<file path="src/hdl/lgc_pkg.sv">
// Shared constants for the global-control host port, both ends.
// Assumes one 250 MHz clock and a synchronous active-high reset.
package lgc_pkg;
  localparam int unsigned NUM_PORTS   = 4;
  localparam int unsigned ADDR_W      = 6;
  localparam int unsigned DATA_W      = 8;
  localparam int unsigned PORT_SHIFT  = 4;
  // -------------------------------------------------------------
  // Per-port register offsets (low nibble of the address)
  // -------------------------------------------------------------
  localparam logic [3:0] OFS_GCR  = 4'h0;
  localparam logic [3:0] OFS_TCR  = 4'h1;
  localparam logic [3:0] OFS_RCR  = 4'h2;
  localparam logic [3:0] OFS_SR   = 4'h3;
  localparam logic [3:0] OFS_SRL  = 4'h4;
  localparam logic [3:0] OFS_SRIE = 4'h5;
  // -------------------------------------------------------------
  // Field positions
  // -------------------------------------------------------------
  localparam int unsigned GCR_RATE  = 7;
  localparam int unsigned GCR_SONET = 6;
  localparam int unsigned GCR_LOCAL = 5;
  localparam int unsigned GCR_REMOTE = 4;
  localparam int unsigned GCR_SRST  = 0;
  localparam int unsigned TCR_BIN   = 6;
  localparam int unsigned TCR_TINV  = 5;
  localparam int unsigned RCR_BIN   = 6;
  localparam int unsigned RCR_RINV  = 5;
  localparam logic [7:0] GCR_MASK   = 8'hFD;
  localparam logic [7:0] TCR_MASK   = 8'h7E;
  localparam logic [7:0] RCR_MASK   = 8'hFF;
  localparam logic [7:0] STAT_MASK  = 8'h3F;
  localparam logic [7:0] REG_RST    = 8'h00;
  // Host-side strobe width, given in ns and rounded up to clocks
  localparam int unsigned STROBE_NS = 20;
  localparam int unsigned CLK_NS    = 4;
  localparam int unsigned STROBE_CY = (STROBE_NS + CLK_NS - 1) / CLK_NS;
  typedef enum logic [1:0] {
    LGC_LOOP_NONE    = 2'b00,
    LGC_LOOP_REMOTE  = 2'b01,
    LGC_LOOP_ANALOG  = 2'b10,
    LGC_LOOP_DIGITAL = 2'b11
  } lgc_loop_t;
endpackage

</file>
<file path="src/hdl/lgc_bus_if.sv">
// Pin-level bus between host processor and the line interface device.
// Two-way data bus and open-drain interrupt resolved here from enables.
`timescale 1ns/1ps
interface lgc_bus_if;
  logic       rst_n;
  logic       float_n;
  logic       strobe_style_select;
  logic       ale;
  logic       cs_n;
  logic       wr_rw;
  logic       rd_ds_n;
  logic [5:0] addr;
  logic [7:0] d_host;
  logic       d_host_oe;
  logic [7:0] d_dev;
  logic       d_dev_oe;
  logic       int_low;
  wire  [7:0] data  = d_dev_oe ? d_dev : (d_host_oe ? d_host : 8'hFF);
  wire        int_n = int_low ? 1'b0 : 1'b1;
  modport dev  (input rst_n, float_n, strobe_style_select, ale, cs_n,
                wr_rw, rd_ds_n, addr, d_host, d_host_oe,
                output d_dev, d_dev_oe, int_low);
  modport host (output rst_n, float_n, strobe_style_select, ale, cs_n,
                wr_rw, rd_ds_n, addr, d_host, d_host_oe,
                input d_dev, d_dev_oe, int_low, data);
endinterface

</file>
<file path="src/hdl/lgc_device.sv">
// Device end: global control pins and the asynchronous host port.
// Bus pins are sampled through two flops; writes act on strobe edges, reads on strobe level.
`timescale 1ns/1ps
// How it works
// - Low global reset clears all, holds reset
// - Host holds reset low two master clocks
// - Float low with test reset low tristates outputs
// - Config select: 0 bus, 1 pin straps
// - Master clock tied high uses transmit clock
// - Loop bits: none, remote, analog, digital
// - Rate bit: 0 DS3, 1 E3/STS-1
// - Second bit: E3/STS-1, or AIS pattern
// - Rx select: bipolar pulses or binary plus violation
// - Tx select: bipolar inputs or binary, encode
// - Rx invert: falling edge 0, rising 1
// - Tx invert: sample rising 0, falling 1
// - Style: 0 separate strobes, 1 data strobe
// - Address latch transparent on ALE high
// - Mux bus ties address to data; else ALE high
// - Strobes ignored without chip select
// - Write strobe stores data bus
// - Read strobe drives register onto bus
// - Direction: 1 read, 0 write
// - Data strobe rising edge commits write
// - Six address bits pick the register
// - Interrupt low while unmasked source active
// - Port soft reset restores its registers
module lgc_device
  import lgc_pkg::*;
(
  // Clock and reset
  input  wire logic                  clk_i,
  input  wire logic                  sys_rst_i,
  // Host bus pins
  lgc_bus_if.dev                     bus,
  // Global straps
  input  wire logic                  hardwired_config_select_i,
  input  wire logic                  test_port_reset_n_i,
  input  wire logic                  ds3_master_clock_i,
  input  wire logic                  e3_master_clock_i,
  input  wire logic                  sonet_master_clock_i,
  // Per-port pin straps (hardwired mode)
  input  wire logic [NUM_PORTS-1:0]  pin_rate_mode_bit_i,
  input  wire logic [NUM_PORTS-1:0]  pin_sonet_or_ais_select_i,
  input  wire logic [NUM_PORTS-1:0]  pin_local_loop_select_i,
  input  wire logic [NUM_PORTS-1:0]  pin_remote_loop_select_i,
  input  wire logic [NUM_PORTS-1:0]  pin_rx_binary_interface_i,
  input  wire logic [NUM_PORTS-1:0]  pin_tx_binary_interface_i,
  input  wire logic [NUM_PORTS-1:0]  pin_rx_clock_invert_i,
  input  wire logic [NUM_PORTS-1:0]  pin_tx_clock_invert_i,
  // Per-port status from line datapaths
  input  wire logic [NUM_PORTS-1:0]  pattern_detector_status_i,
  input  wire logic [NUM_PORTS-1:0]  port_event_i,
  // Effective per-port configuration
  output logic [NUM_PORTS-1:0]       rate_mode_bit_o,
  output logic [NUM_PORTS-1:0]       sonet_or_ais_select_o,
  output lgc_loop_t [NUM_PORTS-1:0]  loop_mode_o,
  output logic [NUM_PORTS-1:0]       rx_binary_interface_o,
  output logic [NUM_PORTS-1:0]       tx_binary_interface_o,
  output logic [NUM_PORTS-1:0]       rx_update_rising_o,
  output logic [NUM_PORTS-1:0]       tx_sample_falling_o,
  output logic [NUM_PORTS-1:0]       recover_from_tx_clock_o,
  // Global status
  output logic                       in_reset_o,
  output logic                       outputs_float_o
);
  import lgc_pkg::*;

  // -------------------------------------------------------------
  // Input synchronisers
  // -------------------------------------------------------------
  localparam int unsigned SW = 12 + ADDR_W + DATA_W;
  logic [SW-1:0] s1_q;
  logic [SW-1:0] s2_q;
  wire  [SW-1:0] raw = {bus.rst_n, bus.float_n, bus.strobe_style_select,
                        bus.ale, bus.cs_n, bus.wr_rw, bus.rd_ds_n,
                        ds3_master_clock_i, e3_master_clock_i,
                        sonet_master_clock_i, hardwired_config_select_i,
                        test_port_reset_n_i, bus.addr, bus.d_host};
  always_ff @(posedge clk_i) begin
    s1_q <= raw;
    s2_q <= s1_q;
  end
  wire       rst_n_s   = s2_q[SW-1];
  wire       float_n_s = s2_q[SW-2];
  wire       style_s   = s2_q[SW-3];
  wire       ale_s     = s2_q[SW-4];
  wire       cs_n_s    = s2_q[SW-5];
  wire       wr_rw_s   = s2_q[SW-6];
  wire       rd_ds_n_s = s2_q[SW-7];
  wire       t3_s      = s2_q[SW-8];
  wire       e3_s      = s2_q[SW-9];
  wire       st_s      = s2_q[SW-10];
  wire       hw_s      = s2_q[SW-11];
  wire       tprst_n_s = s2_q[SW-12];
  wire [5:0] addr_s    = s2_q[DATA_W +: ADDR_W];
  wire [7:0] data_s    = s2_q[DATA_W-1:0];

  // Reset pin acts on any clock with pin low, no host strobe needed
  wire rst_all = sys_rst_i | ~rst_n_s;
  assign in_reset_o = rst_all;

  // -------------------------------------------------------------
  // Address latch and strobe decode
  // -------------------------------------------------------------
  logic [5:0] alat_q;
  logic       ds_prev_q;
  logic       wr_prev_q;
  always_ff @(posedge clk_i) begin
    if (sys_rst_i) begin
      alat_q    <= '0;
      ds_prev_q <= 1'b1;
      wr_prev_q <= 1'b1;
    end else begin
      if (ale_s)
        alat_q <= addr_s;
      ds_prev_q <= rd_ds_n_s;
      wr_prev_q <= wr_rw_s;
    end
  end
  wire [5:0] addr_eff = ale_s ? addr_s : alat_q;
  wire       sel      = ~cs_n_s & ~hw_s;
  // Separate strobes: write commits on write-strobe release
  wire wr_sep = ~style_s & wr_prev_q & ~wr_rw_s ? 1'b0 :
                (~style_s & ~wr_prev_q & wr_rw_s);
  // Data strobe: commit on rising edge with direction low
  wire wr_ds  = style_s & ~ds_prev_q & rd_ds_n_s & ~wr_rw_s;
  wire wr_go  = sel & (wr_sep | wr_ds);
  wire rd_act = ~cs_n_s & (style_s ? (~rd_ds_n_s & wr_rw_s)
                                   : ~rd_ds_n_s);

  // -------------------------------------------------------------
  // Register file, one group per port
  // -------------------------------------------------------------
  wire [1:0] port_sel = addr_eff[ADDR_W-1:PORT_SHIFT];
  wire [3:0] ofs      = addr_eff[PORT_SHIFT-1:0];
  logic [7:0] gcr_q  [NUM_PORTS];
  logic [7:0] tcr_q  [NUM_PORTS];
  logic [7:0] rcr_q  [NUM_PORTS];
  logic [7:0] srl_q  [NUM_PORTS];
  logic [7:0] srie_q [NUM_PORTS];
  logic [7:0] sr_w   [NUM_PORTS];
  logic [NUM_PORTS-1:0] irq_w;

  for (genvar p = 0; p < NUM_PORTS; p++) begin : g_port
    wire hit   = wr_go & (port_sel == 2'(p));
    wire srst  = gcr_q[p][GCR_SRST];
    assign sr_w[p] = {2'b00, 1'b0, pattern_detector_status_i[p],
                      3'b000, port_event_i[p]} & STAT_MASK;
    wire [7:0] ev  = {3'b000, pattern_detector_status_i[p], 3'b000,
                      port_event_i[p]};
    always_ff @(posedge clk_i) begin
      if (rst_all || srst) begin
        gcr_q[p]  <= REG_RST;
        tcr_q[p]  <= REG_RST;
        rcr_q[p]  <= REG_RST;
        srl_q[p]  <= REG_RST;
        srie_q[p] <= REG_RST;
      end else begin
        if (hit && ofs == OFS_GCR)  gcr_q[p]  <= data_s & GCR_MASK;
        if (hit && ofs == OFS_TCR)  tcr_q[p]  <= data_s & TCR_MASK;
        if (hit && ofs == OFS_RCR)  rcr_q[p]  <= data_s & RCR_MASK;
        if (hit && ofs == OFS_SRIE) srie_q[p] <= data_s & STAT_MASK;
        // Set beats write-one-to-clear in the same cycle
        srl_q[p] <= ((hit && ofs == OFS_SRL) ? (srl_q[p] & ~data_s)
                                             : srl_q[p]) | ev;
      end
    end
    assign irq_w[p] = |(srl_q[p] & srie_q[p]);
    // Config source: registers or pin straps
    assign rate_mode_bit_o[p]       = hw_s ? pin_rate_mode_bit_i[p]
                                           : gcr_q[p][GCR_RATE];
    assign sonet_or_ais_select_o[p] = hw_s ? pin_sonet_or_ais_select_i[p]
                                           : gcr_q[p][GCR_SONET];
    assign loop_mode_o[p] = lgc_loop_t'(hw_s ?
        {pin_local_loop_select_i[p], pin_remote_loop_select_i[p]} :
        {gcr_q[p][GCR_LOCAL], gcr_q[p][GCR_REMOTE]});
    assign rx_binary_interface_o[p] = hw_s ? pin_rx_binary_interface_i[p]
                                           : rcr_q[p][RCR_BIN];
    assign tx_binary_interface_o[p] = hw_s ? pin_tx_binary_interface_i[p]
                                           : tcr_q[p][TCR_BIN];
    assign rx_update_rising_o[p]    = hw_s ? pin_rx_clock_invert_i[p]
                                           : rcr_q[p][RCR_RINV];
    assign tx_sample_falling_o[p]   = hw_s ? pin_tx_clock_invert_i[p]
                                           : tcr_q[p][TCR_TINV];
    // Tied-high master clock reads as steady high after sync
    assign recover_from_tx_clock_o[p] =
        ~rate_mode_bit_o[p] ? t3_s :
        (sonet_or_ais_select_o[p] ? st_s : e3_s);
  end

  // -------------------------------------------------------------
  // Read path and pin drivers
  // -------------------------------------------------------------
  wire [7:0] rd_mux =
      (ofs == OFS_GCR)  ? gcr_q[port_sel]  :
      (ofs == OFS_TCR)  ? tcr_q[port_sel]  :
      (ofs == OFS_RCR)  ? rcr_q[port_sel]  :
      (ofs == OFS_SR)   ? sr_w[port_sel]   :
      (ofs == OFS_SRL)  ? srl_q[port_sel]  :
      (ofs == OFS_SRIE) ? srie_q[port_sel] : 8'h00;
  wire floating = ~float_n_s & ~tprst_n_s;
  logic [7:0] dout_q;
  always_ff @(posedge clk_i) begin
    if (rst_all)
      dout_q <= 8'h00;
    else
      dout_q <= rd_mux;
  end
  assign outputs_float_o = floating;
  assign bus.d_dev    = dout_q;
  assign bus.d_dev_oe = rd_act & ~hw_s & ~floating & ~rst_all;
  assign bus.int_low  = |irq_w & ~floating;
endmodule

</file>
<file path="src/flat_wrapper.sv">
// flat-port wrapper written by rule: the top's interface ports become plain ports
module lgc_device_flat import lgc_pkg::*;
  (clk_i, sys_rst_i, hardwired_config_select_i, test_port_reset_n_i, ds3_master_clock_i, e3_master_clock_i, sonet_master_clock_i, pin_rate_mode_bit_i, pin_sonet_or_ais_select_i, pin_local_loop_select_i, pin_remote_loop_select_i, pin_rx_binary_interface_i, pin_tx_binary_interface_i, pin_rx_clock_invert_i, pin_tx_clock_invert_i, pattern_detector_status_i, port_event_i, rate_mode_bit_o, sonet_or_ais_select_o, loop_mode_o, rx_binary_interface_o, tx_binary_interface_o, rx_update_rising_o, tx_sample_falling_o, recover_from_tx_clock_o, in_reset_o, outputs_float_o, bus_rst_n, bus_float_n, bus_strobe_style_select, bus_ale, bus_cs_n, bus_wr_rw, bus_rd_ds_n, bus_addr, bus_d_host, bus_d_host_oe, bus_d_dev, bus_d_dev_oe, bus_int_low);
  lgc_bus_if bus_i ();
  input  wire logic clk_i;
  input  wire logic sys_rst_i;
  input  wire logic hardwired_config_select_i;
  input  wire logic test_port_reset_n_i;
  input  wire logic ds3_master_clock_i;
  input  wire logic e3_master_clock_i;
  input  wire logic sonet_master_clock_i;
  input  wire logic [NUM_PORTS-1:0] pin_rate_mode_bit_i;
  input  wire logic [NUM_PORTS-1:0] pin_sonet_or_ais_select_i;
  input  wire logic [NUM_PORTS-1:0] pin_local_loop_select_i;
  input  wire logic [NUM_PORTS-1:0] pin_remote_loop_select_i;
  input  wire logic [NUM_PORTS-1:0] pin_rx_binary_interface_i;
  input  wire logic [NUM_PORTS-1:0] pin_tx_binary_interface_i;
  input  wire logic [NUM_PORTS-1:0] pin_rx_clock_invert_i;
  input  wire logic [NUM_PORTS-1:0] pin_tx_clock_invert_i;
  input  wire logic [NUM_PORTS-1:0] pattern_detector_status_i;
  input  wire logic [NUM_PORTS-1:0] port_event_i;
  output logic [NUM_PORTS-1:0] rate_mode_bit_o;
  output logic [NUM_PORTS-1:0] sonet_or_ais_select_o;
  output lgc_loop_t [NUM_PORTS-1:0] loop_mode_o;
  output logic [NUM_PORTS-1:0] rx_binary_interface_o;
  output logic [NUM_PORTS-1:0] tx_binary_interface_o;
  output logic [NUM_PORTS-1:0] rx_update_rising_o;
  output logic [NUM_PORTS-1:0] tx_sample_falling_o;
  output logic [NUM_PORTS-1:0] recover_from_tx_clock_o;
  output logic in_reset_o;
  output logic outputs_float_o;
  input wire logic [$bits(bus_i.rst_n)-1:0] bus_rst_n;
  input wire logic [$bits(bus_i.float_n)-1:0] bus_float_n;
  input wire logic [$bits(bus_i.strobe_style_select)-1:0] bus_strobe_style_select;
  input wire logic [$bits(bus_i.ale)-1:0] bus_ale;
  input wire logic [$bits(bus_i.cs_n)-1:0] bus_cs_n;
  input wire logic [$bits(bus_i.wr_rw)-1:0] bus_wr_rw;
  input wire logic [$bits(bus_i.rd_ds_n)-1:0] bus_rd_ds_n;
  input wire logic [$bits(bus_i.addr)-1:0] bus_addr;
  input wire logic [$bits(bus_i.d_host)-1:0] bus_d_host;
  input wire logic [$bits(bus_i.d_host_oe)-1:0] bus_d_host_oe;
  output wire logic [$bits(bus_i.d_dev)-1:0] bus_d_dev;
  output wire logic [$bits(bus_i.d_dev_oe)-1:0] bus_d_dev_oe;
  output wire logic [$bits(bus_i.int_low)-1:0] bus_int_low;
  assign bus_i.rst_n = bus_rst_n;
  assign bus_i.float_n = bus_float_n;
  assign bus_i.strobe_style_select = bus_strobe_style_select;
  assign bus_i.ale = bus_ale;
  assign bus_i.cs_n = bus_cs_n;
  assign bus_i.wr_rw = bus_wr_rw;
  assign bus_i.rd_ds_n = bus_rd_ds_n;
  assign bus_i.addr = bus_addr;
  assign bus_i.d_host = bus_d_host;
  assign bus_i.d_host_oe = bus_d_host_oe;
  assign bus_d_dev = bus_i.d_dev;
  assign bus_d_dev_oe = bus_i.d_dev_oe;
  assign bus_int_low = bus_i.int_low;
  lgc_device u_core (.clk_i(clk_i), .sys_rst_i(sys_rst_i), .bus(bus_i), .hardwired_config_select_i(hardwired_config_select_i), .test_port_reset_n_i(test_port_reset_n_i), .ds3_master_clock_i(ds3_master_clock_i), .e3_master_clock_i(e3_master_clock_i), .sonet_master_clock_i(sonet_master_clock_i), .pin_rate_mode_bit_i(pin_rate_mode_bit_i), .pin_sonet_or_ais_select_i(pin_sonet_or_ais_select_i), .pin_local_loop_select_i(pin_local_loop_select_i), .pin_remote_loop_select_i(pin_remote_loop_select_i), .pin_rx_binary_interface_i(pin_rx_binary_interface_i), .pin_tx_binary_interface_i(pin_tx_binary_interface_i), .pin_rx_clock_invert_i(pin_rx_clock_invert_i), .pin_tx_clock_invert_i(pin_tx_clock_invert_i), .pattern_detector_status_i(pattern_detector_status_i), .port_event_i(port_event_i), .rate_mode_bit_o(rate_mode_bit_o), .sonet_or_ais_select_o(sonet_or_ais_select_o), .loop_mode_o(loop_mode_o), .rx_binary_interface_o(rx_binary_interface_o), .tx_binary_interface_o(tx_binary_interface_o), .rx_update_rising_o(rx_update_rising_o), .tx_sample_falling_o(tx_sample_falling_o), .recover_from_tx_clock_o(recover_from_tx_clock_o), .in_reset_o(in_reset_o), .outputs_float_o(outputs_float_o));
endmodule
</file>
<file path="config.mk">
export PLATFORM = sky130hd
export DESIGN_NAME = lgc_device_flat
export DESIGN_NICKNAME = d
export VERILOG_FILES = /design/src/hdl/lgc_pkg.sv /design/src/hdl/lgc_bus_if.sv /design/src/hdl/lgc_device.sv /design/src/flat_wrapper.sv
export SDC_FILE = /design/constraint.sdc
export NUM_CORES = 1
export LEC_CHECK = 0
export BUFFER_PORTS_ARGS = -buffer_cell sky130_fd_sc_hd__buf_2
export CORE_MARGIN = 2
export CORE_UTILIZATION = 62
export DETAILED_ROUTE_END_ITERATION = 7
export PLACE_DENSITY = 0.93
export REMOVE_ABC_BUFFERS = 1
export SYNTH_ARGS = -nofsm -noshare
export SYNTH_HDL_FRONTEND = slang
export SYNTH_SLANG_ARGS = --single-unit
</file>
<file path="constraint.sdc">
create_clock -name clk_i -period 6.8 [get_ports clk_i]
set_input_delay 0.34 -clock clk_i [delete_from_list [all_inputs] [get_ports clk_i]]
set_output_delay 0.34 -clock clk_i [all_outputs]
set_load 0.01 [all_outputs]
</file>
* Word-level counts from Yosys, hierarchy flattened *
Memories as Yosys holds them, arrays and structs flattened.
Cells that the tools add are included.
W data, S select, Z words.

word-level totals
  flip-flop bits (word level) = 68
  input port bits = 69
  memories kept = 5
  output and inout bits = 48
  RAM bits = 140
  word-level logic and storage cells = 247

operators by class
  equality and inequality tests = 8
  reductions and logical operators = 27
  bitwise logic cells = 68
  magnitude comparators = 1
  mux-type cells = 132

memory list
  memory         depth  width  read ports  clocked after Yosys merged registers in  write ports  RTL line           text
  u_core.rcr_q   4      8      5           0                                        4            lgc_device.sv:139  logic [7:0] rcr_q [NUM_PORTS];
  u_core.srl_q   4      8      5           0                                        4            lgc_device.sv:140  logic [7:0] srl_q [NUM_PORTS];
  u_core.gcr_q   4      7      5           0                                        4            lgc_device.sv:137  logic [7:0] gcr_q [NUM_PORTS];
  u_core.srie_q  4      6      5           0                                        4            lgc_device.sv:141  logic [7:0] srie_q [NUM_PORTS];
  u_core.tcr_q   4      6      5           0                                        4            lgc_device.sv:138  logic [7:0] tcr_q [NUM_PORTS];

operators by type and width
  kind                  count
  $mux W8               20
  $mux W1               94
  $and A8 B8 Y8         8
  $mux W6               9
  $or A8 B5 Y8          4
  $reduce_or A32 Y1     1
  $mux W7               4
  $or A1 B1 Y1          22
  $and A1 B1 Y1         20
  $logic_and A1 B1 Y1   20
  $bmux W8 S2           1
  $not A1 Y1            12
  $eq A4 B2 Y1 const B  2
  $eq A4 B3 Y1 const B  2
  $mux W2               4
  $not A8 Y8            1
  $eq A2 B2 Y1 const B  2
  $eq A4 B1 Y1 const B  1
  $logic_not A4 Y1      1
  $logic_or A1 B1 Y1    4
  $ge A3 B3 Y1 const B  1
  $not A2 Y3            1
  $eq A2 B1 Y1 const B  1
  $logic_not A2 Y1      1

* Depth between registers and ports, before layout *
  depth in word-level cells = 12
  depth in mapped cells = 9
  depth with buffers taken out = 6

* Worst setup path before layout *
OpenSTA, ideal clock, no wires.

  path kind = register to register
  start point = reg u_core.s2_q[22]
  end point = mem u_core.rcr_q[0][0] (enable)
  arrival = 2.083 ns
  buffers on the path = 3
  period minus slack after synthesis = 2.467 ns
  slack = 4.333 ns
  library setup time = 0.384 ns
  required time = 6.416 ns
  stages on the path, launching flop included = 8
  cell sequence = dfxtp_1 -> buf_6 -> buf_2 -> nor4_1 -> a31oi_1 -> or2_2 -> buf_2 -> o21ai_0

RTL lines
  element                   RTL line           text
  start: declaration        lgc_device.sv:74   logic [SW-1:0] s2_q;
  start signal: assignment  lgc_device.sv:82   s2_q <= s1_q;
  end: declaration          lgc_device.sv:139

==> results.json <==
{
  "fmax_mhz": 287,
  "cts.repair.resized": 0,
  "ioPinCount": 117,
  "r2r-end": "u_core.gcr_q[1][3]$_SDFFCE_PN0P_",
  "gr-total-overflow": 0,
  "p_leak_nw": 4.18,
  "outcome": "finished with violations",
  "reg2regPathDepth": 4,
  "globalplace.congestion": 0.944,
  "rsz0062_at_grt": "no",
  "ctsHoldBuffers": 26,
  "cts_root_buf": "clkbuf_16",
  "rr_startpoint": "u_core.s2_q[22]$_DFF_P_",
  "dieArea_um2": 15200,
  "grt_start_max_net_pins": 45,
  "cp_num_buf_inv": 0,
  "clock_latency_ns": 0.51,
  "num_rows": 43,
  "clk_pin_slew_ns": 0.06,
  "synthArstFlopShare": 0,
  "peakVddDrop_v": 0.000177,
  "cts_buffers": 22,
  "cts_tree": "built",
  "via_per_inst": 6.50,
  "core_area_um2": 13900,
  "drtIter0Drc": 1063,
  "p_per_area_nw_per_um2": 273,
  "synth_area_per_cell_um2": 12.3,
  "yosys_warnings": 0,
  "drv_slew": 0,
  "drt-pass1-iter-count": 8,
  "grt_pass1_vias": 6802,
  "htree_levels": 1,
  "synth.distinct_cells": 53,
  "crit_family": "compound AO/OA/AOI/OAI gates",
  "cp-end-kind": "flip-flop",
  "drc": 1,
  "path_class": "flip-flop to flip-flop",
  "place_hpwl_mm": 14.5,
  "cpPeakStageDelay_ns": 0.90,
  "dr_total_vias": 6781,
  "cp_max_fo": 44,
  "layout_common_cells": "buf_2 (115), and2_1 (108), edfxtp_1 (108)",
  "grt_first_pass_wirelength_mm": 36.8,
  "final_common_cell": "buf_2",
  "cts_setup_buffers": 0,
  "drive_above_1_share": 0.285,
  "synth_area_um2": 8800,
  "ant_nets": 0,
  "violations": "design-rule violations",
  "tightest_slew_ns": 1.34,
  "crit_cells": 4,
  "synth.top_cell.area_share": 0.368,
  "ys_ff_latch": 208,
  "synth_flop_cell": "edfxtp_1",
  "die_x_um": 123,
  "clock_skew_ns": 0.0182,
  "required_ns": 6.92,
  "start_kind": "flip-flop",
  "crit_arrival_ns": 3.61,
  "cap_violations": 0,
  "synth_area_leader_cell": "edfxtp_1",
  "crit_end": "u_core.gcr_q[1][3]$_SDFFCE_PN0P_",
  "cp-startpoint": "u_core.s2_q[22]$_DFF_P_",
  "num_antenna_cells": 0,
  "hp-class": "primary input to flip-flop",
  "path_cells": "mux2_4 -> nand2_1 -> or2_1 -> o21ai_0",
  "final_net_count": 918,
  "area_growth_pct": 18.9,
  "hold_viol_final": 0,
  "r2r_setup_slack_ns": 3.31,
  "track_usage": 0.326,
  "synth-seq-area-share": 0.596,
  "antenna_found_initial": 0,
  "period_needed_ns": 3.49,
  "wl_mm": 24.4,
  "wl_per_cell_um": 23.3,
  "setup_violations": 0,
  "synth_edf_count": 108,
  "synthCells": 716,
  "finalSetupTns_ns": 0,
  "start_util": 0.634,
  "portBuffers": 115,
  "whs_ns": 0.0746,
  "netlist_top_cells_area": "edfxtp_1 (37%), dfxtp_1 (23%), and2_1 (7.7%)",
  "slew_headroom": 0.100,
  "die_h_um": 123,
  "finalCritPeriodShare": 0.513,
  "crit_slowest_cell": "o21ai_0",
  "clockBufferDepth": 3,
  "clkSinkCount": 208
}
cell type report:
class                      count  area (um2)
multi-input combinational    466        3370
inverter                       2        7.51
clock buffer                  32         662
timing repair buffer         149         896
clock inverter                 7        62.6
tap                          180         225
fill                         774        3420
sequential                   208        5250
cells in the mapped netlist (6+ instances only):
| library cell | number |
|---|---|
| a22oi_1 | 13 |
| nand2_1 | 70 |
| dfxtp_1 | 100 |
| mux4_2 | 23 |
| o21a_1 | 6 |
| a21oi_1 | 38 |
| nand3_1 | 17 |
| o21ai_0 | 20 |
| and2_1 | 108 |
| nor3_1 | 9 |
| or3_4 | 6 |
| nor2_1 | 26 |
| mux2i_1 | 16 |
| edfxtp_1 | 108 |
| a21boi_0 | 6 |
| clkbuf_1 | 27 |
| nor2_2 | 9 |
| buf_2 | 6 |
| nor2_4 | 8 |
| mux2_2 | 33 |
flip-flops by register name (all words and copies together), names as in the netlist, 6 cells and up:
register          count
u_core.alat_q         6
u_core.bus.d_dev      8
u_core.gcr_q         28
u_core.rcr_q         32
u_core.s1_q          26
u_core.s2_q          26
u_core.srie_q        24
u_core.srl_q         32
u_core.tcr_q         24
worst min-delay path by stage:
stage | from | to | slack (ns) | cells after the start
floorplan | u_core.s1_q[0]$_DFF_P_ | u_core.s2_q[0]$_DFF_P_ | 0.31 | 0
global placement | u_core.s1_q[19]$_DFF_P_ | u_core.s2_q[19]$_DFF_P_ | 0.31 | 0
detailed placement | u_core.s1_q[13]$_DFF_P_ | u_core.s2_q[13]$_DFF_P_ | 0.31 | 0
CTS | port_event_i[0] | u_core.srl_q[0][0]$_SDFF_PP0_ | 0.06 | 2
global route | pattern_detector_status_i[2] | u_core.srl_q[2][4]$_SDFF_PP0_ | 0.08 | 2
finish | pattern_detector_status_i[0] | u_core.srl_q[0][4]$_SDFF_PP0_ | 0.07 | 2
routing by layer:
metal,share of wire,GRT usage
met1,0.35,0.392
met2,0.47,0.526
met3,0.11,0.0775
met4,0.067,0.214
met5,0,0
cells by family after synthesis:
kind of cell | count (synthesis) | synth area share
and+or+nand+nor | 277 | 0.177
muxes | 74 | 0.123
AOI/OAI and AO/OA | 115 | 0.0824
DFF | 208 | 0.596
buffers and inverters | 42 | 0.0222
power by group:
group          leakage [nW]  switching [mW]  internal, mW
clock                 0.352           0.486         0.713
combinational          1.77           0.135         0.103
sequential             2.05          0.0459          1.37
total                  4.18           0.667          2.19
through the flow:
step | cells | instance area, um2 | util | setup slack, ns | power (mW)
2_1_floorplan | 676 | 8620 | - | 3.26 | 1.55
3_3_place_gp | 979 | 9480 | 0.683 | 3.37 | 1.64
3_5_place_dp | 979 | 9480 | 0.683 | 3.33 | 1.65
4_1_cts | 1044 | 10500 | 0.754 | 3.30 | 2.84
5_1_grt | 1044 | 10500 | 0.754 | 3.07 | 2.92
6_report | 1044 | 10500 | 0.754 | 3.31 | 2.85
(Power assumes the default switching activity.)
